$ cat config.mk
export PLATFORM = sky130hd
export DESIGN_NAME = sync_status_hold_clamp_ctrl
export DESIGN_NICKNAME = d
export VERILOG_FILES = /design/src/design/sync_ctl_pkg.sv /design/src/design/sync_status_hold_clamp_ctrl.sv
export SDC_FILE = /design/constraint.sdc
export NUM_CORES = 1
export LEC_CHECK = 0
export BUFFER_PORTS_ARGS = -buffer_cell sky130_fd_sc_hd__buf_4
export CELL_PAD_IN_SITES_DETAIL_PLACEMENT = 1
export CELL_PAD_IN_SITES_GLOBAL_PLACEMENT = 1
export CORE_UTILIZATION = 35
export DETAILED_ROUTE_END_ITERATION = 12
export PLACE_DENSITY_LB_ADDON = 0.08
export SETUP_SLACK_MARGIN = 0.1
export SLEW_MARGIN = 25
export SYNTH_ARGS = -nofsm -noshare
export SYNTH_HDL_FRONTEND = slang
export SYNTH_SLANG_ARGS = --single-unit
$ cat constraint.sdc
create_clock -name pclk -period 4.15 [get_ports pclk]
set_input_delay 0.83 -clock pclk [delete_from_list [all_inputs] [get_ports pclk]]
set_output_delay 0.83 -clock pclk [all_outputs]
set_load 0.02 [all_outputs]
$ cat src/design/sync_ctl_pkg.sv
// Purpose: shared constants and types of the sync status, hold and clamp block
// Assumes: 40 MHz pclk, byte registers behind a 32-bit APB slave
// Notes: byte address of each register is four times its index
package sync_ctl_pkg;
    // clock rate and activity window
    localparam int CLK_MHZ = 40;
    localparam int ACT_WINDOW_US = 100_000;
    localparam int unsigned ACT_CYCLES_DFLT = ACT_WINDOW_US * CLK_MHZ;
    localparam int ACT_W = 22;
    // detector widths
    localparam int N_IN = 7;
    localparam int POL_W = 16;
    localparam int PER_W = 16;
    localparam int LPF_W = 12;
    localparam logic [PER_W-1:0] SYNC_TOL = 16'h000a;
    localparam logic [LPF_W-1:0] LPF_MAX = 12'hfff;
    localparam logic [7:0] CNT_MAX = 8'hff;
    localparam logic signed [POL_W-1:0] POL_MAX = 16'sh7fff;
    localparam logic signed [POL_W-1:0] POL_MIN = -16'sh7fff;
    // input positions inside the pin struct
    localparam int X_LINE0 = 6;
    localparam int X_LINE1 = 5;
    localparam int X_FLD0 = 4;
    localparam int X_FLD1 = 3;
    localparam int X_HOLD = 0;
    // register indices
    localparam logic [7:0] I_SRC_SEL = 8'h11;
    localparam logic [7:0] I_HOLD_CTL = 8'h12;
    localparam logic [7:0] I_LEAD = 8'h13;
    localparam logic [7:0] I_TRAIL = 8'h14;
    localparam logic [7:0] I_ACT_STAT = 8'h15;
    localparam logic [7:0] I_POL_STAT = 8'h16;
    localparam logic [7:0] I_LPF_HI = 8'h17;
    localparam logic [7:0] I_LPF_LO = 8'h18;
    localparam logic [7:0] I_CLAMP_DLY = 8'h19;
    localparam logic [7:0] I_CLAMP_LEN = 8'h1a;
    localparam logic [7:0] I_CLAMP_SEL = 8'h1b;
    localparam logic [7:0] I_LOCK_TH = 8'h1e;
    localparam logic [7:0] I_UNLOCK_TH = 8'h1f;
    // bit positions
    localparam int B_FPOL_MAN = 5;
    localparam int B_CHAN = 3;
    localparam int B_FPOL_OVR = 4;
    localparam int B_HPOL = 3;
    localparam int B_HPOL_OVR = 2;
    localparam int B_HSRC = 1;
    localparam int B_HFILT = 0;
    localparam int B_RED = 7;
    localparam int B_GRN = 6;
    localparam int B_LOCK = 1;
    // reset values and writable masks
    localparam logic [7:0] RST_SRC_SEL = 8'h00;
    localparam logic [7:0] RST_HOLD_CTL = 8'h09;
    localparam logic [7:0] RST_LINES = 8'h00;
    localparam logic [7:0] RST_CLAMP_DLY = 8'h08;
    localparam logic [7:0] RST_CLAMP_LEN = 8'h14;
    localparam logic [7:0] RST_CLAMP_SEL = 8'h00;
    localparam logic [7:0] RST_LOCK_TH = 8'h20;
    localparam logic [7:0] RST_UNLOCK_TH = 8'h32;
    localparam logic [7:0] M_SRC_SEL = 8'h28;
    localparam logic [7:0] M_HOLD_CTL = 8'h1f;
    localparam logic [7:0] M_CLAMP_SEL = 8'hc0;
    // sync pins, first field is the top bit
    typedef struct packed {
        logic line_sync_in_0;
        logic line_sync_in_1;
        logic field_sync_in_0;
        logic field_sync_in_1;
        logic green_embedded_sync_0;
        logic green_embedded_sync_1;
        logic external_hold_in;
    } sync_pins_s;
    // clamp sequencer
    typedef enum logic [1:0] {
        CL_IDLE = 2'b00,
        CL_WAIT = 2'b01,
        CL_ON = 2'b11
    } clamp_state_e;
endpackage

$ cat src/design/sync_status_hold_clamp_ctrl.sv
// Purpose: sync status, hold window and clamp control registers over APB
// Assumes: pins are asynchronous to pclk, one register per aligned word
// Notes: status bits carry no storage and follow the detectors
//
// Overview of operation
// - field polarity override picks manual polarity
// - hold polarity bit: 0 low, 1 high
// - hold polarity override picks programmed polarity
// - hold source: internal window or external pin
// - internal window uses raw or filtered field
// - window opens lead lines before field sync
// - window stays trail lines after field sync
// - activity bits for line, field, green syncs
// - activity bit for shared external hold pin
// - detected polarity of line and field syncs
// - detected polarity of external hold input
// - lock status bit reads zero when locked
// - twelve bit lines per field count
// - clamp starts delay clocks after line trail
// - clamp lasts the programmed number of clocks
// - red clamp level ground or midscale
// - green clamp level ground or midscale
// - lock after good syncs, unlock after bad
`timescale 1ns/1ps
`default_nettype none
module sync_status_hold_clamp_ctrl
    import sync_ctl_pkg::*;
#(
    parameter int unsigned ACT_CYCLES = ACT_CYCLES_DFLT
) (
    // clock, reset, enable
    input wire logic pclk,
    input wire logic presetn,
    input wire logic clk_en,
    // apb slave
    input wire logic psel,
    input wire logic penable,
    input wire logic pwrite,
    input wire logic [7:0] paddr,
    input wire logic [31:0] pwdata,
    input wire logic [3:0] pstrb,
    output logic [31:0] prdata,
    output logic pready,
    output logic pslverr,
    // sync pins
    input wire sync_pins_s pins,
    // front-end controls
    output logic hold_window,
    output logic clamp_pulse,
    output logic clamp_red_mid,
    output logic clamp_green_mid
);

////////////////////////////////////////////////////////////////////////////////
// pin synchronisers and edges

logic [N_IN-1:0] s1_r; // first stage, read only by s2
logic [N_IN-1:0] s2_r;
logic [N_IN-1:0] s3_r;
logic [N_IN-1:0] cln_r; // accepted level
logic [N_IN-1:0] prv_r; // last accepted level
wire logic [N_IN-1:0] agree = ~(s2_r ^ s3_r);
wire logic [N_IN-1:0] cln_nxt = (agree & s3_r) | (~agree & cln_r);
wire logic [N_IN-1:0] edg = cln_r ^ prv_r;

// a change counts only once stages two and three agree
always_ff @(posedge pclk or negedge presetn) begin
    if (!presetn) begin
        s1_r <= '0;
        s2_r <= '0;
        s3_r <= '0;
        cln_r <= '0;
        prv_r <= '0;
    end else if (clk_en) begin
        s1_r <= pins;
        s2_r <= s1_r;
        s3_r <= s2_r;
        cln_r <= cln_nxt;
        prv_r <= cln_r;
    end
end

////////////////////////////////////////////////////////////////////////////////
// activity and polarity detectors, one per input

logic [N_IN-1:0] act_w; // any edge inside the window
logic [N_IN-1:0] pol_w; // 1 when pulses are high

for (genvar i = 0; i < N_IN; i++) begin : g_det
    logic [ACT_W-1:0] tmo_r; // cycles left before idle
    logic signed [POL_W-1:0] acc_r; // high minus low time
    // a dc level lets the window run out
    always_ff @(posedge pclk or negedge presetn) begin
        if (!presetn) begin
            tmo_r <= '0;
        end else if (clk_en && edg[i]) begin
            tmo_r <= ACT_W'(ACT_CYCLES);
        end else if (clk_en && tmo_r != '0) begin
            tmo_r <= tmo_r - 1'b1;
        end
    end
    // saturating balance, short pulses win the sign
    always_ff @(posedge pclk or negedge presetn) begin
        if (!presetn) begin
            acc_r <= '0;
        end else if (clk_en && cln_r[i] && acc_r != POL_MAX) begin
            acc_r <= acc_r + 1'b1;
        end else if (clk_en && !cln_r[i] && acc_r != POL_MIN) begin
            acc_r <= acc_r - 1'b1;
        end
    end
    assign act_w[i] = |tmo_r;
    assign pol_w[i] = acc_r[POL_W-1];
end

////////////////////////////////////////////////////////////////////////////////
// registers and apb decode

logic [7:0] src_sel_r; // manual field polarity, channel
logic [7:0] hold_ctl_r; // polarity and hold source
logic [7:0] lead_r; // lines before field sync
logic [7:0] trail_r; // lines after field sync
logic [7:0] cdly_r; // clamp start delay
logic [7:0] clen_r; // clamp length
logic [7:0] csel_r; // clamp levels
logic [7:0] lock_th_r;
logic [7:0] unlock_th_r;
logic locked_r;
logic [LPF_W-1:0] lpf_r;
logic [31:0] prdata_r;
logic pready_r;
logic pslverr_r;

wire logic s_src = paddr == 8'(I_SRC_SEL * 4);
wire logic s_hctl = paddr == 8'(I_HOLD_CTL * 4);
wire logic s_lead = paddr == 8'(I_LEAD * 4);
wire logic s_trail = paddr == 8'(I_TRAIL * 4);
wire logic s_act = paddr == 8'(I_ACT_STAT * 4);
wire logic s_pol = paddr == 8'(I_POL_STAT * 4);
wire logic s_lhi = paddr == 8'(I_LPF_HI * 4);
wire logic s_llo = paddr == 8'(I_LPF_LO * 4);
wire logic s_cdly = paddr == 8'(I_CLAMP_DLY * 4);
wire logic s_clen = paddr == 8'(I_CLAMP_LEN * 4);
wire logic s_csel = paddr == 8'(I_CLAMP_SEL * 4);
wire logic s_lth = paddr == 8'(I_LOCK_TH * 4);
wire logic s_uth = paddr == 8'(I_UNLOCK_TH * 4);
wire logic hit = s_src | s_hctl | s_lead | s_trail | s_act | s_pol | s_lhi
    | s_llo | s_cdly | s_clen | s_csel | s_lth | s_uth;
// status words are built live from the detectors
wire logic [7:0] act_stat = {act_w, 1'b0};
wire logic [7:0] pol_stat = {pol_w[X_LINE0:X_FLD1], pol_w[X_HOLD], 1'b0,
    ~locked_r, 1'b0};
wire logic [7:0] rd_byte = ({8{s_src}} & src_sel_r) | ({8{s_hctl}} & hold_ctl_r)
    | ({8{s_lead}} & lead_r) | ({8{s_trail}} & trail_r)
    | ({8{s_act}} & act_stat) | ({8{s_pol}} & pol_stat)
    | ({8{s_lhi}} & {4'h0, lpf_r[LPF_W-1:8]})
    | ({8{s_llo}} & lpf_r[7:0]) | ({8{s_cdly}} & cdly_r)
    | ({8{s_clen}} & clen_r) | ({8{s_csel}} & csel_r)
    | ({8{s_lth}} & lock_th_r) | ({8{s_uth}} & unlock_th_r);
// writes land at the access edge, low byte lane only
wire logic wr = psel & penable & pready_r & pwrite & pstrb[0] & clk_en;
wire logic [7:0] wb = pwdata[7:0];

// one wait-free access phase; read data is caught in setup
always_ff @(posedge pclk or negedge presetn) begin
    if (!presetn) begin
        pready_r <= 1'b0;
        pslverr_r <= 1'b0;
        prdata_r <= '0;
    end else if (clk_en) begin
        pready_r <= psel & ~penable;
        pslverr_r <= psel & ~penable & ~hit;
        prdata_r <= {24'h00_0000, rd_byte};
    end
end

// control registers; status addresses take no write
always_ff @(posedge pclk or negedge presetn) begin
    if (!presetn) begin
        src_sel_r <= RST_SRC_SEL;
        hold_ctl_r <= RST_HOLD_CTL;
        lead_r <= RST_LINES;
        trail_r <= RST_LINES;
        cdly_r <= RST_CLAMP_DLY;
        clen_r <= RST_CLAMP_LEN;
        csel_r <= RST_CLAMP_SEL;
        lock_th_r <= RST_LOCK_TH;
        unlock_th_r <= RST_UNLOCK_TH;
    end else if (wr) begin
        if (s_src) src_sel_r <= wb & M_SRC_SEL;
        if (s_hctl) hold_ctl_r <= wb & M_HOLD_CTL;
        if (s_lead) lead_r <= wb;
        if (s_trail) trail_r <= wb;
        if (s_cdly) cdly_r <= wb;
        if (s_clen) clen_r <= wb;
        if (s_csel) csel_r <= wb & M_CLAMP_SEL;
        if (s_lth) lock_th_r <= wb;
        if (s_uth) unlock_th_r <= wb;
    end
end

////////////////////////////////////////////////////////////////////////////////
// active input, polarity normalisation

wire logic chan = src_sel_r[B_CHAN];
wire logic line_raw = chan ? cln_r[X_LINE1] : cln_r[X_LINE0];
wire logic line_pol = chan ? pol_w[X_LINE1] : pol_w[X_LINE0];
wire logic line_n = line_pol ? line_raw : ~line_raw;
wire logic fld_raw = chan ? cln_r[X_FLD1] : cln_r[X_FLD0];
wire logic fld_det = chan ? pol_w[X_FLD1] : pol_w[X_FLD0];
wire logic fld_pol = hold_ctl_r[B_FPOL_OVR] ? src_sel_r[B_FPOL_MAN] : fld_det;
wire logic fld_n = fld_pol ? fld_raw : ~fld_raw;
// no override: follow the detected hold polarity
wire logic hpol = hold_ctl_r[B_HPOL_OVR] ? hold_ctl_r[B_HPOL] : pol_w[X_HOLD];
wire logic ext_hold = hpol ? cln_r[X_HOLD] : ~cln_r[X_HOLD];

logic line_prv_r;
logic fs_prv_r;
logic vfilt_r; // field level resampled on line edges
wire logic line_lead = line_n & ~line_prv_r;
wire logic line_trail = ~line_n & line_prv_r;
wire logic fsrc = hold_ctl_r[B_HFILT] ? vfilt_r : fld_n;
wire logic fs_lead = fsrc & ~fs_prv_r;
wire logic fs_trail = ~fsrc & fs_prv_r;

// filtered field only moves on a line edge, so stray pulses vanish
always_ff @(posedge pclk or negedge presetn) begin
    if (!presetn) begin
        line_prv_r <= 1'b0;
        fs_prv_r <= 1'b0;
        vfilt_r <= 1'b0;
    end else if (clk_en) begin
        line_prv_r <= line_n;
        fs_prv_r <= fsrc;
        if (line_lead) vfilt_r <= fld_n;
    end
end

////////////////////////////////////////////////////////////////////////////////
// sync filter lock

logic [PER_W-1:0] per_r; // cycles since last line edge
logic [PER_W-1:0] lastper_r;
logic [7:0] good_r;
logic [7:0] bad_r;
wire logic [PER_W-1:0] diff = per_r > lastper_r ? per_r - lastper_r : lastper_r - per_r;
wire logic valid = line_lead & (diff <= SYNC_TOL);
// no edge by twice the last period counts as a missing sync
wire logic missing = ~line_lead & (lastper_r != '0)
    & (per_r == {lastper_r[PER_W-2:0], 1'b0});
wire logic bad_evt = (line_lead & ~valid) | missing;

always_ff @(posedge pclk or negedge presetn) begin
    if (!presetn) begin
        per_r <= '0;
        lastper_r <= '0;
    end else if (clk_en) begin
        if (line_lead) lastper_r <= per_r;
        if (line_lead || missing) per_r <= '0;
        else if (per_r != '1) per_r <= per_r + 1'b1;
    end
end

// good and bad runs drive lock and unlock
always_ff @(posedge pclk or negedge presetn) begin
    if (!presetn) begin
        good_r <= '0;
        bad_r <= '0;
        locked_r <= 1'b0;
    end else if (clk_en) begin
        if (valid) begin
            good_r <= good_r == CNT_MAX ? good_r : good_r + 1'b1;
            bad_r <= '0;
        end else if (bad_evt) begin
            good_r <= '0;
            bad_r <= bad_r == CNT_MAX ? bad_r : bad_r + 1'b1;
        end
        if (!locked_r && good_r >= lock_th_r) locked_r <= 1'b1;
        else if (locked_r && bad_r >= unlock_th_r) locked_r <= 1'b0;
    end
end

////////////////////////////////////////////////////////////////////////////////
// lines per field and internal hold window

logic [LPF_W-1:0] ln_cnt_r; // lines since field lead
logic [7:0] post_r; // trail lines still to hold
wire logic pre_on = (lead_r != '0) & (lpf_r != '0)
    & (({1'b0, ln_cnt_r} + 13'(lead_r)) >= {1'b0, lpf_r});
// trail term bridges the one cycle before post_r is loaded
wire logic int_hold = pre_on | fsrc | (fs_trail & (trail_r != '0)) | (post_r != '0);
wire logic hold_nxt = hold_ctl_r[B_HSRC] ? ext_hold : int_hold;

// count latched at each field lead, saturates at all ones
always_ff @(posedge pclk or negedge presetn) begin
    if (!presetn) begin
        ln_cnt_r <= '0;
        lpf_r <= '0;
        post_r <= '0;
        hold_window <= 1'b0;
    end else if (clk_en) begin
        if (fs_lead) begin
            lpf_r <= ln_cnt_r;
            ln_cnt_r <= '0;
        end else if (line_lead && ln_cnt_r != LPF_MAX) begin
            ln_cnt_r <= ln_cnt_r + 1'b1;
        end
        if (fs_trail) post_r <= trail_r;
        else if (line_lead && post_r != '0) post_r <= post_r - 1'b1;
        hold_window <= hold_nxt;
    end
end

////////////////////////////////////////////////////////////////////////////////
// clamp sequencer

clamp_state_e cl_st_r;
clamp_state_e cl_st_nxt;
logic [7:0] cl_cnt_r;
logic [7:0] cl_cnt_nxt;

// a new trailing edge mid-clamp is ignored until idle
always_comb begin
    cl_st_nxt = cl_st_r;
    cl_cnt_nxt = cl_cnt_r;
    unique case (cl_st_r)
        CL_IDLE: begin
            if (line_trail && cdly_r != '0) begin
                cl_st_nxt = CL_WAIT;
                cl_cnt_nxt = cdly_r;
            end else if (line_trail && clen_r != '0) begin
                cl_st_nxt = CL_ON;
                cl_cnt_nxt = clen_r;
            end
        end
        CL_WAIT: begin
            cl_cnt_nxt = cl_cnt_r - 1'b1;
            if (cl_cnt_r == 8'h01) begin
                cl_st_nxt = clen_r != '0 ? CL_ON : CL_IDLE;
                cl_cnt_nxt = clen_r;
            end
        end
        CL_ON: begin
            cl_cnt_nxt = cl_cnt_r - 1'b1;
            if (cl_cnt_r == 8'h01) cl_st_nxt = CL_IDLE;
        end
        default: begin
            cl_st_nxt = CL_IDLE;
            cl_cnt_nxt = '0;
        end
    endcase
end

always_ff @(posedge pclk or negedge presetn) begin
    if (!presetn) begin
        cl_st_r <= CL_IDLE;
        cl_cnt_r <= '0;
        clamp_pulse <= 1'b0;
    end else if (clk_en) begin
        cl_st_r <= cl_st_nxt;
        cl_cnt_r <= cl_cnt_nxt;
        clamp_pulse <= cl_st_nxt == CL_ON;
    end
end

// outputs straight from flops
assign prdata = prdata_r;
assign pready = pready_r;
assign pslverr = pslverr_r;
assign clamp_red_mid = csel_r[B_RED];
assign clamp_green_mid = csel_r[B_GRN];

////////////////////////////////////////////////////////////////////////////////
// assertions

fld_pol_a: assert property (
    @(posedge pclk) disable iff (!presetn)
    clk_en && hold_ctl_r[B_FPOL_OVR] |=> fs_prv_r == $past(hold_ctl_r[B_HFILT]
        ? vfilt_r : (src_sel_r[B_FPOL_MAN] ? fld_raw : ~fld_raw)))
    else $error("manual field polarity not applied");
hold_rst_a: assert property (
    @(posedge pclk) $rose(presetn) |-> hold_ctl_r == RST_HOLD_CTL)
    else $error("hold control reset value wrong");
ext_hold_a: assert property (
    @(posedge pclk) disable iff (!presetn)
    clk_en && hold_ctl_r[B_HSRC] |=> hold_window == $past((hold_ctl_r[B_HPOL_OVR]
        ? hold_ctl_r[B_HPOL] : pol_stat[3]) ~^ cln_r[X_HOLD]))
    else $error("external hold polarity wrong");
pre_hold_a: assert property (
    @(posedge pclk) disable iff (!presetn)
    clk_en && !hold_ctl_r[B_HSRC] && pre_on |=> hold_window)
    else $error("lead lines did not open hold");
post_hold_a: assert property (
    @(posedge pclk) disable iff (!presetn)
    clk_en && fs_trail && trail_r != '0 && !hold_ctl_r[B_HSRC] |=> hold_window)
    else $error("trail lines did not extend hold");
act_seen_a: assert property (
    @(posedge pclk) disable iff (!presetn)
    clk_en && edg[X_HOLD] |=> act_stat[1] [*2])
    else $error("activity not flagged after edge");
lock_read_a: assert property (
    @(posedge pclk) disable iff (!presetn)
    clk_en && psel && !penable && s_pol |=> prdata[B_LOCK] == !$past(locked_r))
    else $error("lock status sense wrong");
lpf_latch_a: assert property (
    @(posedge pclk) disable iff (!presetn)
    clk_en && fs_lead |=> lpf_r == $past(ln_cnt_r) && ln_cnt_r == '0)
    else $error("lines per field not latched");
clamp_wait_a: assert property (
    @(posedge pclk) disable iff (!presetn)
    clk_en && cl_st_r == CL_IDLE && line_trail && cdly_r != '0
        |=> cl_st_r == CL_WAIT && cl_cnt_r == $past(cdly_r) && !clamp_pulse)
    else $error("clamp delay not started");
clamp_len_a: assert property (
    @(posedge pclk) disable iff (!presetn)
    clk_en && cl_st_r == CL_WAIT && cl_cnt_r == 8'h01 && clen_r != '0
        |=> clamp_pulse && cl_cnt_r == $past(clen_r))
    else $error("clamp length not loaded");
clamp_lvl_a: assert property (
    @(posedge pclk) disable iff (!presetn)
    wr && s_csel |=> clamp_red_mid == $past(pwdata[B_RED])
        && clamp_green_mid == $past(pwdata[B_GRN]))
    else $error("clamp level select not written");
lock_gain_a: assert property (
    @(posedge pclk) disable iff (!presetn)
    clk_en && !locked_r && good_r >= lock_th_r |=> locked_r)
    else $error("lock not reached at threshold");
lock_seen_c: cover property (@(posedge pclk) disable iff (!presetn) $rose(locked_r));
clamp_seen_c: cover property (@(posedge pclk) disable iff (!presetn) $rose(clamp_pulse));
hold_seen_c: cover property (@(posedge pclk) disable iff (!presetn) $rose(hold_window));

endmodule
`default_nettype wire

# Word-level counts from Yosys, hierarchy flattened
# Index checks and enable logic that the tools add are counted.
# word_totals
output_inout_bits,38
register_bits,432
in_bits,57
elab_cells,352
# op_classes
n_reduce_logical,104
n_eq_ne,35
n_mux,60
order_cmp,5
n_addsub,26
bitwise_logic,78
# ops
cell,n
$mux W22,14
$mux W16,13
$ne A16 B16 Y1 const B,11
$reduce_bool A22 Y1,7
$reduce_or A22 Y1,7
$sub A22 B1 Y22 const B,7
$eq A8 B7 Y1 const B,13
$add A16 B1 Y16 const B,6
$or A8 B8 Y8,12
$mux W8,11
$and A8 B8 Y8,10
$sub A16 B1 Y16 const B,5
$logic_and A1 B1 Y1,40
$reduce_bool A8 Y1,5
$reduce_bool A2 Y1,17
$reduce_and A2 Y1,16
$sub A16 B16 Y16,2
$mux W12,2
$pmux W8 S3,1
$and A1 B1 Y1,18
$add A8 B1 Y8 const B,2
$eq A16 B16 Y1,1
$eq A8 B8 Y1 const B,2
$ge A8 B8 Y1,2
other kinds (30),84

# Logic depth before layout (Yosys ltp)
# Gate-level depths: netlist of run 1.
# logic_depth
ltp_word,15
depth_mapped,19
depth_no_buf,19

# Worst setup path after synthesis of run 1
# OpenSTA, ideal clock, no wires.
# synth_path
path_kind,input to register
startpoint,in clk_en
endpoint,reg g_det[4].acc_r[15]
required_time_ps,4070
setup_slack_ps,-181
setup_time_ps,80
path_buffers,3
cell_stages,14
arrival_ps,4251
cell_sequence,clkbuf_1 -> clkbuf_1 -> clkbuf_1 -> nand3_1 -> ha_1 -> a21o_1 -> a21oi_1 -> nand2b_1 -> a2111oi_0 -> o31ai_1 -> o21ai_0 -> mux2_2 -> nor2_1 -> xnor2_1
# synth_between
elab_chain_len,3
# synth_lines
item,line,source
start: declaration,sync_status_hold_clamp_ctrl.sv:34,"input wire logic clk_en,"
"$logic_and A1 B1 Y1, on equally long branches (2 in a row)","sync_status_hold_clamp_ctrl.sv:106, sync_status_hold_clamp_ctrl.sv:108",
$mux W16 / $reduce_bool A2 Y1 (equally long branches),--,
end signal: assignment,sync_status_hold_clamp_ctrl.sv:107,acc_r <= acc_r + 1'b1;
end signal: assignment,sync_status_hold_clamp_ctrl.sv:109,acc_r <= acc_r - 1'b1;
end: declaration,sync_status_hold_clamp_ctrl.sv:91,logic signed [POL_W-1:0] acc_r;
# Several ways; a longest one is shown, not always the timed one.
# A chain may end at the register's enable or synchronous reset.

# Final worst setup path of run 1
# layout_path
startpoint,reg g_det[6].acc_r[14]
endpoint,reg g_det[6].acc_r[15]
# layout_between
elab_chain_len,3
# layout_lines
item,line,source
start: declaration,sync_status_hold_clamp_ctrl.sv:91,
start signal: assignment,sync_status_hold_clamp_ctrl.sv:107,
start signal: assignment,sync_status_hold_clamp_ctrl.sv:109,
$sub A16 B1 Y16 (tied with other cells),sync_status_hold_clamp_ctrl.sv:109,
$mux W16 (tied with other cells),sync_status_hold_clamp_ctrl.sv:108,end else if (clk_en && !cln_r[i] && acc_r != POL_MIN) begin
$mux W16 / $reduce_bool A2 Y1 (equally long branches),--,
# Several ways; a longest one is shown, not always the timed one. The select of a mux whose other input is x is not followed.

==> flow_metrics.env, run 1 <==
export IMPL_rows=100
export IMPL_cts_max_level=2
export IMPL_postRouteWirelength_mm=74.6
export IMPL_yosys_cell_types_count=92
export IMPL_synth_xor_area_share=0.0836
export IMPL_vdd_drop_max_uv=578
export IMPL_leakage_nw=13.1
export IMPL_cts_made_buffers=54
export IMPL_fin_crit_ns=3.80
export IMPL_rsz0062_at_grt="yes"
export IMPL_detailed_place_hpwl_mm=55.0
export IMPL_synthCells=2877
export IMPL_cp_arrival_ns=4.33
export IMPL_synth_top_family_by_area="simple AND/OR/NAND/NOR gates"
export IMPL_layout_nets=3191
export IMPL_vias=21600
export IMPL_core_area_mm2=0.0746
export IMPL_cts_root_buf="clkbuf_16"
export IMPL_synth_ff_type="dfrtp_1"
export IMPL_min_period_over_period=0.915
export IMPL_synthAdderAreaFrac=0.0800
export IMPL_synth_area_leaders="dfrtp_1 40%, ha_1 7.4%, xnor2_1 4.4%, nand2_1 4.3%, o21ai_0 4.2%"
export IMPL_start_util=0.354
export IMPL_place_congestion=0.842
export IMPL_max_slew_worst_pin_slew_ns=0.917
export IMPL_ys_ff_latch=432
export IMPL_start_kind="flop"
export IMPL_pwr_density_cell_mw_per_mm2=735
export IMPL_status="finished, final reports clean"
export IMPL_die_w_um=277
export IMPL_maxSlewViolCount=0
export IMPL_critical_path_class="reg2reg"
export IMPL_grt_util_all_layers=0.196
export IMPL_drt_iter0_markers=1018
export IMPL_yosys_area_top_type="dfrtp_1"
export IMPL_cp_end_kind="flop"
export IMPL_drt_first_pass_iters=6
export IMPL_path_buf_inv=1
export IMPL_synthMuxAreaShare=0.0350
export IMPL_pin_count=95
export IMPL_post_synth_cell_area_avg_um2=9.18
export IMPL_cp_max_fo=7
export IMPL_synth_compound_area_frac=0.151
export IMPL_worstPathRequired_ns=4.68
export IMPL_fmax_mhz=263
export IMPL_crit_family="compound AO/OA/AOI/OAI gates"
export IMPL_r2r_start="g_det[6].acc_r[14]$_DFFE_PN0P_"
export IMPL_grt_pass1_wl_mm=123
export IMPL_gr_total_overflow=0
export IMPL_ys_async_sr_fraction=1.00
export IMPL_path_cells="nand4_1 -> or4_1 -> nor2b_1 -> inv_1 -> ha_1 -> a21o_1 -> a21oi_1 -> nor2b_1 -> o211ai_1 -> a31oi_1 -> a211oi_1 -> nor3_1 -> a211oi_1 -> xnor2_1"
export IMPL_antenna_found_initial=0
export IMPL_cap_viol_max_count=0
export IMPL_hp_class="in2async"
export IMPL_reg2reg_depth=14
export IMPL_slew_headroom=0.388
export IMPL_synth_edf_count=0
export IMPL_rr_endpoint="g_det[6].acc_r[15]$_DFFE_PN0P_"
export IMPL_setup_viol=0
export IMPL_die_area_mm2=0.0765
export IMPL_hold_worst_slack_ns=0.260
export IMPL_clk_path_buf_depth=3
export IMPL_synth_most_common_cell="dfrtp_1"
export IMPL_cts_clk_slew_worst_paths_ns=0.06
export IMPL_synth_top_area_frac=0.401
export IMPL_final_setup_skew_ns=0.0232
export IMPL_netlist_area_mm2=0.0264
export IMPL_fin_tns_setup_ns=0
export IMPL_grt_max_degree=97
export IMPL_synth_common_cells="423 x dfrtp_1, 301 x nand2_1, 267 x nor2_1, 221 x o21ai_0, 156 x ha_1"
export IMPL_clk_latency_ns=0.62
export IMPL_hold_violations=0
export IMPL_ys_seq_area_frac=0.410
export IMPL_drive_gt1_frac=0.113
export IMPL_grt_pass1_vias=22600
export IMPL_portBuffers=43
export IMPL_syn2layout_area_growth_pct=14.2
export IMPL_cts_sinks=432
export IMPL_rrSetupSlack_ns=0.35
export IMPL_drtAntennaViolNets=0
export IMPL_die_h_um=277
export IMPL_routed_via_density=5.41
export IMPL_slowest_stage="or4_1"
export IMPL_wl_per_cell_um=18.7
export IMPL_cp_slowest_stage_delay_ns=0.52
export IMPL_drc=0
export IMPL_synthSimpleGateAreaFrac=0.202
export IMPL_ys_warn_count=0
export IMPL_cts_tree="built"
repair_timing:
action	in CTS	in global routing
endpoints found under the setup margin	0	4
buffers inserted	0	1
gates resized for setup	0	3
hold buffers	0	0
layer usage:
| metal | track usage | up-vias | wire length (µm) |
|---|---|---|---|
| met5 | 0 | - | 0 |
| met4 | 0.0439 | 0 | 1310 |
| met3 | 0.0247 | 75 | 2580 |
| met2 | 0.314 | 283 | 33900 |
| met1 | 0.282 | 10800 | 36900 |
| li1 | - | 10400 | - |
worst max-delay path by stage:
| stage | cells past startpoint | from | slack (ns) | to |
|---|---|---|---|---|
| floorplan | 14 | clk_en | 0.18 | g_det[4].acc_r[15]$_DFFE_PN0P_ |
| global placement | 12 | clk_en | 0.20 | g_det[3].acc_r[15]$_DFFE_PN0P_ |
| detailed placement | 12 | clk_en | 0.22 | g_det[3].acc_r[15]$_DFFE_PN0P_ |
| CTS | 13 | g_det[3].acc_r[9]$_DFFE_PN0P_ | 0.24 | g_det[3].acc_r[15]$_DFFE_PN0P_ |
| global route | 13 | g_det[3].acc_r[9]$_DFFE_PN0P_ | 0.08 | g_det[3].acc_r[15]$_DFFE_PN0P_ |
| finish | 14 | g_det[6].acc_r[14]$_DFFE_PN0P_ | 0.35 | g_det[6].acc_r[15]$_DFFE_PN0P_ |
cell usage in the layout, fill, tap and decap left out, types with 55 or more instances in the layout:
master,n
nor2_1,267
mux2_2,74
buf_4,108
o21ai_0,221
xor2_1,117
xnor2_1,133
clkbuf_16,55
nand2_1,301
nor3_1,91
a21oi_1,146
nor4_1,61
nand3_1,55
dfrtp_1,423
inv_1,135
ha_1,156
power by group:
group | total [mW] | internal [mW] | switching, mW
Clock | 5.10 | 3.15 | 1.95
Sequential | 6.40 | 5.24 | 1.16
Combinational | 10.7 | 4.48 | 6.18
flip-flops by register name, summed over array words and instances, names as in the netlist, 5 cells and up, named ones only:
register / count
g_det.tmo_r: 154
prv_r: 7
lead_r: 8
trail_r: 8
lastper_r: 16
s2_r: 7
s3_r: 7
hold_ctl_r: 5
g_det.acc_r: 80
lock_th_r: 8
unlock_th_r: 8
bad_r: 8
clen_r: 8
s1_r: 7
post_r: 8
cl_cnt_r: 8
ln_cnt_r: 12
cdly_r: 8
per_r: 16
lpf_r: 12
prdata: 8
good_r: 8
through the flow:
step,cell area [µm²],std cells,setup slack [ns],power [mW],utilization
finish,30100,3986,0.353,22.2,0.404
global route,30100,3985,0.0822,24.1,0.404
CTS,30100,3984,0.241,22.5,0.404
detailed placement,28200,3882,0.218,17.1,0.378
global placement,28200,3882,0.201,16.7,0.378
floorplan,26500,2900,0.178,14.2,-
final cells by class:
type,count,area (µm²)
repair buffers,115,937
well taps,969,1210
multi-input cells,2230,14700
flip-flops and latches,432,10800
fillers,8497,44400
diodes,1,2.50
clock inverters,22,317
clock buffers,80,1630
inverters,137,517
cell families after synthesis:
logic type	after synthesis
flops	432
buf+inv	238
mux	83
fa+ha+maj	164
compound gates	636
simple gates	1072
other cells	1
xor+xnor	251
(Power assumes the default switching activity.)
==> run 2, diff against run 1 <==
--- a/config.mk
+++ b/config.mk
@@ -8,6 +8,7 @@
 export BUFFER_PORTS_ARGS = -buffer_cell sky130_fd_sc_hd__buf_4
 export CELL_PAD_IN_SITES_DETAIL_PLACEMENT = 1
 export CELL_PAD_IN_SITES_GLOBAL_PLACEMENT = 1
+export CORE_ASPECT_RATIO = 0.6
 export CORE_UTILIZATION = 35
 export DETAILED_ROUTE_END_ITERATION = 12
 export PLACE_DENSITY_LB_ADDON = 0.08
==> run 2 against run 1 <==
Combinational power rose by 4%. Sequential cell count did not move. Wire length rose by 6.7%. Global-route usage rose by 1.5 points. Worst hold slack improved by 0.027 ns. Critical path type unchanged. Critical endpoint is now good_r[5]$_DFFE_PN0P_.
==> flow_metrics.env, run 2 (synthesized netlist as in run 1, its figures left out) <==
export IMPL_grt_max_degree=102
export IMPL_fin_tns_setup_ns=0
export IMPL_n_fill_cell=8465
export IMPL_crit_family="simple AND/OR/NAND/NOR gates"
export IMPL_drive_gt1_frac=0.113
export IMPL_antennaDiodeCount=0
export IMPL_slew_headroom=0.310
export IMPL_p_sw_mw=9.71
export IMPL_fin_crit_ns=3.78
export IMPL_antenna_found_initial=1
export IMPL_critical_path_class="reg2reg"
export IMPL_clk_latency_ns=0.61
export IMPL_rows=77
export IMPL_swShare=0.434
export IMPL_grt_pass1_vias=22600
export IMPL_place_congestion=0.868
export IMPL_path_cells="inv_1 -> ha_1 -> nand4_1 -> or4_1 -> and2_4 -> o31ai_4 -> and4_1 -> a21oi_1 -> a22oi_1 -> buf_4 -> nand3_2 -> a21oi_1"
export IMPL_leakage_nw=13.0
export IMPL_start_kind="flop"
export IMPL_syn2layout_area_growth_pct=13.6
export IMPL_cp_end_kind="flop"
export IMPL_reg2reg_depth=12
export IMPL_max_slew_worst_pin_slew_ns=1.03
export IMPL_cp_slowest_stage_delay_ns=0.68
export IMPL_rsz0062_at_grt="yes"
export IMPL_p_int_mw=12.6
export IMPL_grt_util_all_layers=0.211
export IMPL_wl_per_cell_um=19.9
export IMPL_fmax_mhz=265
export IMPL_largestRegisters="g_det.tmo_r: 154 flops, g_det.acc_r: 80 flops"
export IMPL_final_cell_mix="423 x dfrtp_1, 301 x nand2_1, 267 x nor2_1"
export IMPL_pwr_share_comb=0.498
export IMPL_cts_clk_slew_worst_paths_ns=0.07
export IMPL_cts_max_level=2
export IMPL_die_h_um=215
export IMPL_hold_violations=0
export IMPL_slowest_stage="or4_1"
export IMPL_hold_worst_slack_ns=0.287
export IMPL_die_w_um=357
export IMPL_grt_pass1_wl_mm=130
export IMPL_pwr_density_cell_mw_per_mm2=745
export IMPL_cap_viol_max_count=0
export IMPL_core_area_mm2=0.0741
export IMPL_drt_first_pass_iters=8
export IMPL_vias=21800
export IMPL_die_area_mm2=0.0766
export IMPL_register_area_mm2=0.0108
export IMPL_clk_path_buf_depth=3
export IMPL_start_util=0.356
export IMPL_vdd_drop_max_uv=421
export IMPL_worstPathRequired_ns=4.67
export IMPL_drt_iter0_markers=1306
export IMPL_cp_arrival_ns=4.30
export IMPL_pin_count=95
export IMPL_routed_via_density=5.46
export IMPL_cts_root_buf="clkbuf_16"
export IMPL_drtAntennaViolNets=0
export IMPL_regMostFlops="g_det.tmo_r"
export IMPL_final_common_cell="dfrtp_1"
export IMPL_maxSlewViolCount=0
export IMPL_postRouteWirelength_mm=79.7
export IMPL_min_period_over_period=0.910
export IMPL_setup_viol=0
export IMPL_cpMostUsedCell="a21oi_1"
export IMPL_finalPower_mw=22.3
export IMPL_portBuffers=43
export IMPL_gr_total_overflow=0
export IMPL_status="finished, final reports clean"
export IMPL_cts_sinks=432
export IMPL_drc=0
export IMPL_rrSetupSlack_ns=0.37
export IMPL_multi_input_area_mm2=0.0147
export IMPL_cp_max_fo=8
export IMPL_final_setup_skew_ns=0.0393
export IMPL_cts_made_buffers=47
export IMPL_p_clk_frac=0.214
export IMPL_largest_reg_flops=154
export IMPL_layout_nets=3190
export IMPL_detailed_place_hpwl_mm=60.0
export IMPL_pwr_share_seq=0.288
export IMPL_cts_tree="built"
export IMPL_path_buf_inv=2
export IMPL_hp_class="in2async"
export IMPL_worstSetupPathDepth=12
-- run 2: cell count changes in the layout (fill, tap and decap cells not counted), moves of 2 or more --
cell / before / now
clkinv_2: 10 / 7
ha_1: 156 / 154
buf_4: 108 / 114
clkinvlp_4: 2 / 4
clkbuf_1: 9 / 4
clkbuf_16: 55 / 48
ha_2: 0 / 2
-- run 2: metrics by stage --
stage | std cells | setup slack, ns | util | instance area [µm²]
floorplan | 2900 | 0.178 | - | 26500
global placement | 3906 | 0.155 | 0.381 | 28200
detailed placement | 3906 | 0.143 | 0.381 | 28200
CTS | 3994 | 0.259 | 0.405 | 30000
global route | 3995 | 0.0108 | 0.405 | 30000
finish | 3995 | 0.372 | 0.405 | 30000
-- run 2: worst register-to-register path: cells and delay by family, from the launching register on --
family | cells | cell delay, ns
and+or+nand+nor | 5 | 1.73
AOI/OAI and AO/OA | 4 | 0.74
DFF | 1 | 0.48
adders and majority gates | 1 | 0.43
buffers and inverters | 2 | 0.34
-- run 2: worst paths after layout --
check	to	start
worst max-delay path	good_r[5]$_DFFE_PN0P_	per_r[3]$_DFFE_PN0P_
worst min-delay path	g_det[4].acc_r[4]$_DFFE_PN0P_	presetn
worst max register to register	good_r[5]$_DFFE_PN0P_	per_r[3]$_DFFE_PN0P_
worst min register to register	s2_r[1]$_DFFE_PN0P_	s1_r[1]$_DFFE_PN0P_
max in group asynchronous	g_det[0].tmo_r[5]$_DFFE_PN0P_	presetn
min in group pclk	s1_r[6]$_DFFE_PN0P_	pins[6]
-- run 2: timing repair --
action / CTS / global route
setup buffers: 0 / 1
setup endpoints to repair: 0 / 18
gates resized for setup: 0 / 8
hold buffers: 0 / 0
-- run 2: layer usage --
| layer | global-route usage | vias up | part of all wire |
|---|---|---|---|
| met1 | 0.342 | 11000 | 0.55 |
| met4 | 0.0445 | 2 | 0.019 |
| li1 | - | 10400 | - |
| met3 | 0.0407 | 88 | 0.048 |
| met5 | 0 | - | 0.000088 |
| met2 | 0.282 | 302 | 0.39 |
-- run 2: final cells by class --
class | instances | area share
flip-flops and latches | 432 | 0.361
clock inverters | 20 | 0.0100
well taps | 987 | 0.0412
repair buffers | 121 | 0.0327
clock buffers | 68 | 0.0479
multi-input cells | 2230 | 0.490
inverters | 137 | 0.0172
-- run 2: power by group through the flow --
stage / Clock, mW / Sequential (mW) / Combinational, mW
final: 4.77 / 6.44 / 11.1
after global routing: 5.09 / 6.61 / 12.6
after CTS: 4.94 / 6.43 / 11.1
after detailed placement: 0 / 6.49 / 11.0
after global placement: 0 / 6.42 / 10.6
after floorplan: 0 / 6.12 / 8.11
==> run 3, diff against run 2 <==
--- a/config.mk
+++ b/config.mk
@@ -11,7 +11,8 @@
 export CORE_ASPECT_RATIO = 0.6
 export CORE_UTILIZATION = 35
 export DETAILED_ROUTE_END_ITERATION = 12
-export PLACE_DENSITY_LB_ADDON = 0.08
+export MAX_ROUTING_LAYER = met4
+export PLACE_DENSITY = 0.68
 export SETUP_SLACK_MARGIN = 0.1
 export SLEW_MARGIN = 25
 export SYNTH_ARGS = -nofsm -noshare
==> run 3 against run 2 <==
Worst setup slack worse by 0.11 ns. Clock-buffer cell count decreased by 11. Critical path type unchanged. Power shrank 1.8%. Sequential share of layout area increased by 0.36 points. Die area did not move. Clock power fell by 9.9%. Core utilization down 0.40 points. Fmax is 2.8% lower. Register-to-register slack worse by 0.11 ns. Critical path depth grew 2. Critical endpoint is now g_det[6].acc_r[14]$_DFFE_PN0P_. Via count rose by 0.61%. Global-route usage fell by 0.16 points.
==> flow_metrics.env, run 3 (synthesized netlist as in run 1, its figures left out) <==
export IMPL_die_area_mm2=0.0766
export IMPL_largest_reg_flops=154
export IMPL_cts_sinks=432
export IMPL_antenna_found_initial=4
export IMPL_grt_max_degree=89
export IMPL_cts_max_level=2
export IMPL_detailed_place_hpwl_mm=58.0
export IMPL_start_util=0.356
export IMPL_drt_iter0_markers=1435
export IMPL_vdd_drop_max_uv=335
export IMPL_finalPower_mw=21.9
export IMPL_leakage_nw=12.8
export IMPL_cts_hold_buf=0
export IMPL_cts_tree="built"
export IMPL_rr_endpoint="g_det[6].acc_r[14]$_DFFE_PN0P_"
export IMPL_clk_latency_ns=0.58
export IMPL_pwr_share_seq=0.293
export IMPL_rsz0062_at_grt="no"
export IMPL_place_congestion=0.891
export IMPL_grt_util_all_layers=0.210
export IMPL_crit_family="compound AO/OA/AOI/OAI gates"
export IMPL_wl_per_cell_um=19.6
export IMPL_clk_path_buf_depth=3
export IMPL_min_period_over_period=0.937
export IMPL_cap_viol_max_count=0
export IMPL_pwr_density_cell_mw_per_mm2=738
export IMPL_layout_nets=3174
export IMPL_die_w_um=357
export IMPL_slowest_stage="or4_1"
export IMPL_p_int_mw=12.2
export IMPL_hold_violations=0
export IMPL_cts_clk_slew_worst_paths_ns=0.07
export IMPL_fin_crit_ns=3.89
export IMPL_portBuffers=43
export IMPL_worstPathRequired_ns=4.60
export IMPL_setup_viol=0
export IMPL_drtAntennaViolNets=0
export IMPL_reg2reg_depth=14
export IMPL_drive_gt1_frac=0.107
export IMPL_drc=0
export IMPL_cts_root_buf="clkbuf_16"
export IMPL_cp_arrival_ns=4.34
export IMPL_path_buf_inv=1
export IMPL_routed_via_density=5.52
export IMPL_max_slew_worst_pin_slew_ns=0.989
export IMPL_status="finished, final reports clean"
export IMPL_rrSetupSlack_ns=0.26
export IMPL_hp_class="in2async"
export IMPL_grt_pass1_vias=22800
export IMPL_die_h_um=215
export IMPL_gr_total_overflow=0
export IMPL_cpMostUsedCell="a21oi_1"
export IMPL_swShare=0.443
export IMPL_fmax_mhz=257
export IMPL_final_common_cell="dfrtp_1"
export IMPL_pin_count=95
export IMPL_vias=21900
export IMPL_cts_made_buffers=43
export IMPL_final_setup_skew_ns=0.0235
export IMPL_p_sw_mw=9.71
export IMPL_path_cells="nand4_1 -> or4_1 -> nor2b_1 -> inv_1 -> ha_1 -> a21o_1 -> a21oi_1 -> o21bai_1 -> a21oi_1 -> o21a_1 -> o211ai_1 -> a31oi_1 -> xnor2_1 -> o21ai_0"
export IMPL_core_area_mm2=0.0741
export IMPL_slew_headroom=0.340
export IMPL_postRouteWirelength_mm=78.0
export IMPL_syn2layout_area_growth_pct=12.5
export IMPL_critical_path_class="reg2reg"
export IMPL_regMostFlops="g_det.tmo_r"
export IMPL_cp_slowest_stage_delay_ns=0.57
export IMPL_pwr_share_comb=0.511
export IMPL_final_cell_mix="422 x dfrtp_1, 301 x nand2_1, 266 x nor2_1"
export IMPL_cts_setup_buffers=0
export IMPL_post_place_ws_ns=-0.0576
export IMPL_setup_slack_ns=0.261
export IMPL_largestRegisters="g_det.tmo_r: 154 flops, g_det.acc_r: 80 flops"
export IMPL_cp_max_fo=8
export IMPL_rows=77
export IMPL_start_kind="flop"
export IMPL_r2r_start="g_det[6].acc_r[14]$_DFFE_PN0P_"
export IMPL_drt_first_pass_iters=6
export IMPL_cp_end_kind="flop"
export IMPL_p_clk_frac=0.196
export IMPL_grt_pass1_wl_mm=127
export IMPL_maxSlewViolCount=0
-- run 3: cell count changes in the layout (fill, tap and decap cells not counted), sizes merged, moves of 2 or more --
cell / delta
clkinv: +6
diode: +2
clkbuf: -11
buf: -12
clkinvlp: -3
-- run 3: power by group through the flow --
stage,sequential [mW],clock (mW),combinational (mW)
after floorplan,6.12,0,8.11
after global placement,6.38,0,10.4
after detailed placement,6.47,0,11.0
after CTS,6.41,4.42,11.1
after global routing,6.59,4.58,12.5
final,6.42,4.30,11.2
-- run 3: stage by stage --
step                hold slack (ns)  utilization  instance area, µm²  cells  TNS [ns]
floorplan                     0.449            -               26500   2900         0
global placement              0.475        0.380               28200   3895         0
detailed placement            0.485        0.380               28200   3895   -0.0576
CTS                           0.299        0.400               29700   3975         0
global route                  0.343        0.401               29700   3977         0
finish                        0.296        0.401               29700   3977         0
-- run 3: worst max-delay path by stage --
stage,start,endpoint,slack [ns],cells after the start
after floorplan,clk_en,g_det[4].acc_r[15]$_DFFE_PN0P_,0.18,14
after global placement,clk_en,g_det[6].acc_r[14]$_DFFE_PN0P_,0.23,15
after detailed placement,clk_en,g_det[6].acc_r[14]$_DFFE_PN0P_,-0.06,15
after CTS,lastper_r[0]$_DFFE_PN0P_,good_r[7]$_DFFE_PN0P_,0.20,12
after global routing,lastper_r[0]$_DFFE_PN0P_,bad_r[6]$_DFFE_PN0P_,0.09,13
final,g_det[6].acc_r[14]$_DFFE_PN0P_,g_det[6].acc_r[14]$_DFFE_PN0P_,0.26,14
-- run 3: what timing repair did --
action / CTS / global route
setup endpoints to repair: 0 / 18
resized for setup: 0 / 10
endpoints found under the hold margin: 0 / 0
-- run 3: metal layers --
layer | track usage | up-vias | share of wire
met5 | - | - | 0
met4 | 0.0368 | 0 | 0.013
met3 | 0.0313 | 75 | 0.046
met2 | 0.296 | 356 | 0.42
met1 | 0.317 | 11100 | 0.52
li1 | - | 10400 | -
-- run 3: area by class of cell --
cell class | count | area (µm²)
fillers | 8551 | 44400
multi-input cells | 2230 | 14700
flip-flops and latches | 432 | 10800
well taps | 987 | 1230
clock buffers | 57 | 1210
repair buffers | 109 | 888
inverters | 137 | 517
clock inverters | 23 | 294
diodes | 2 | 5.00
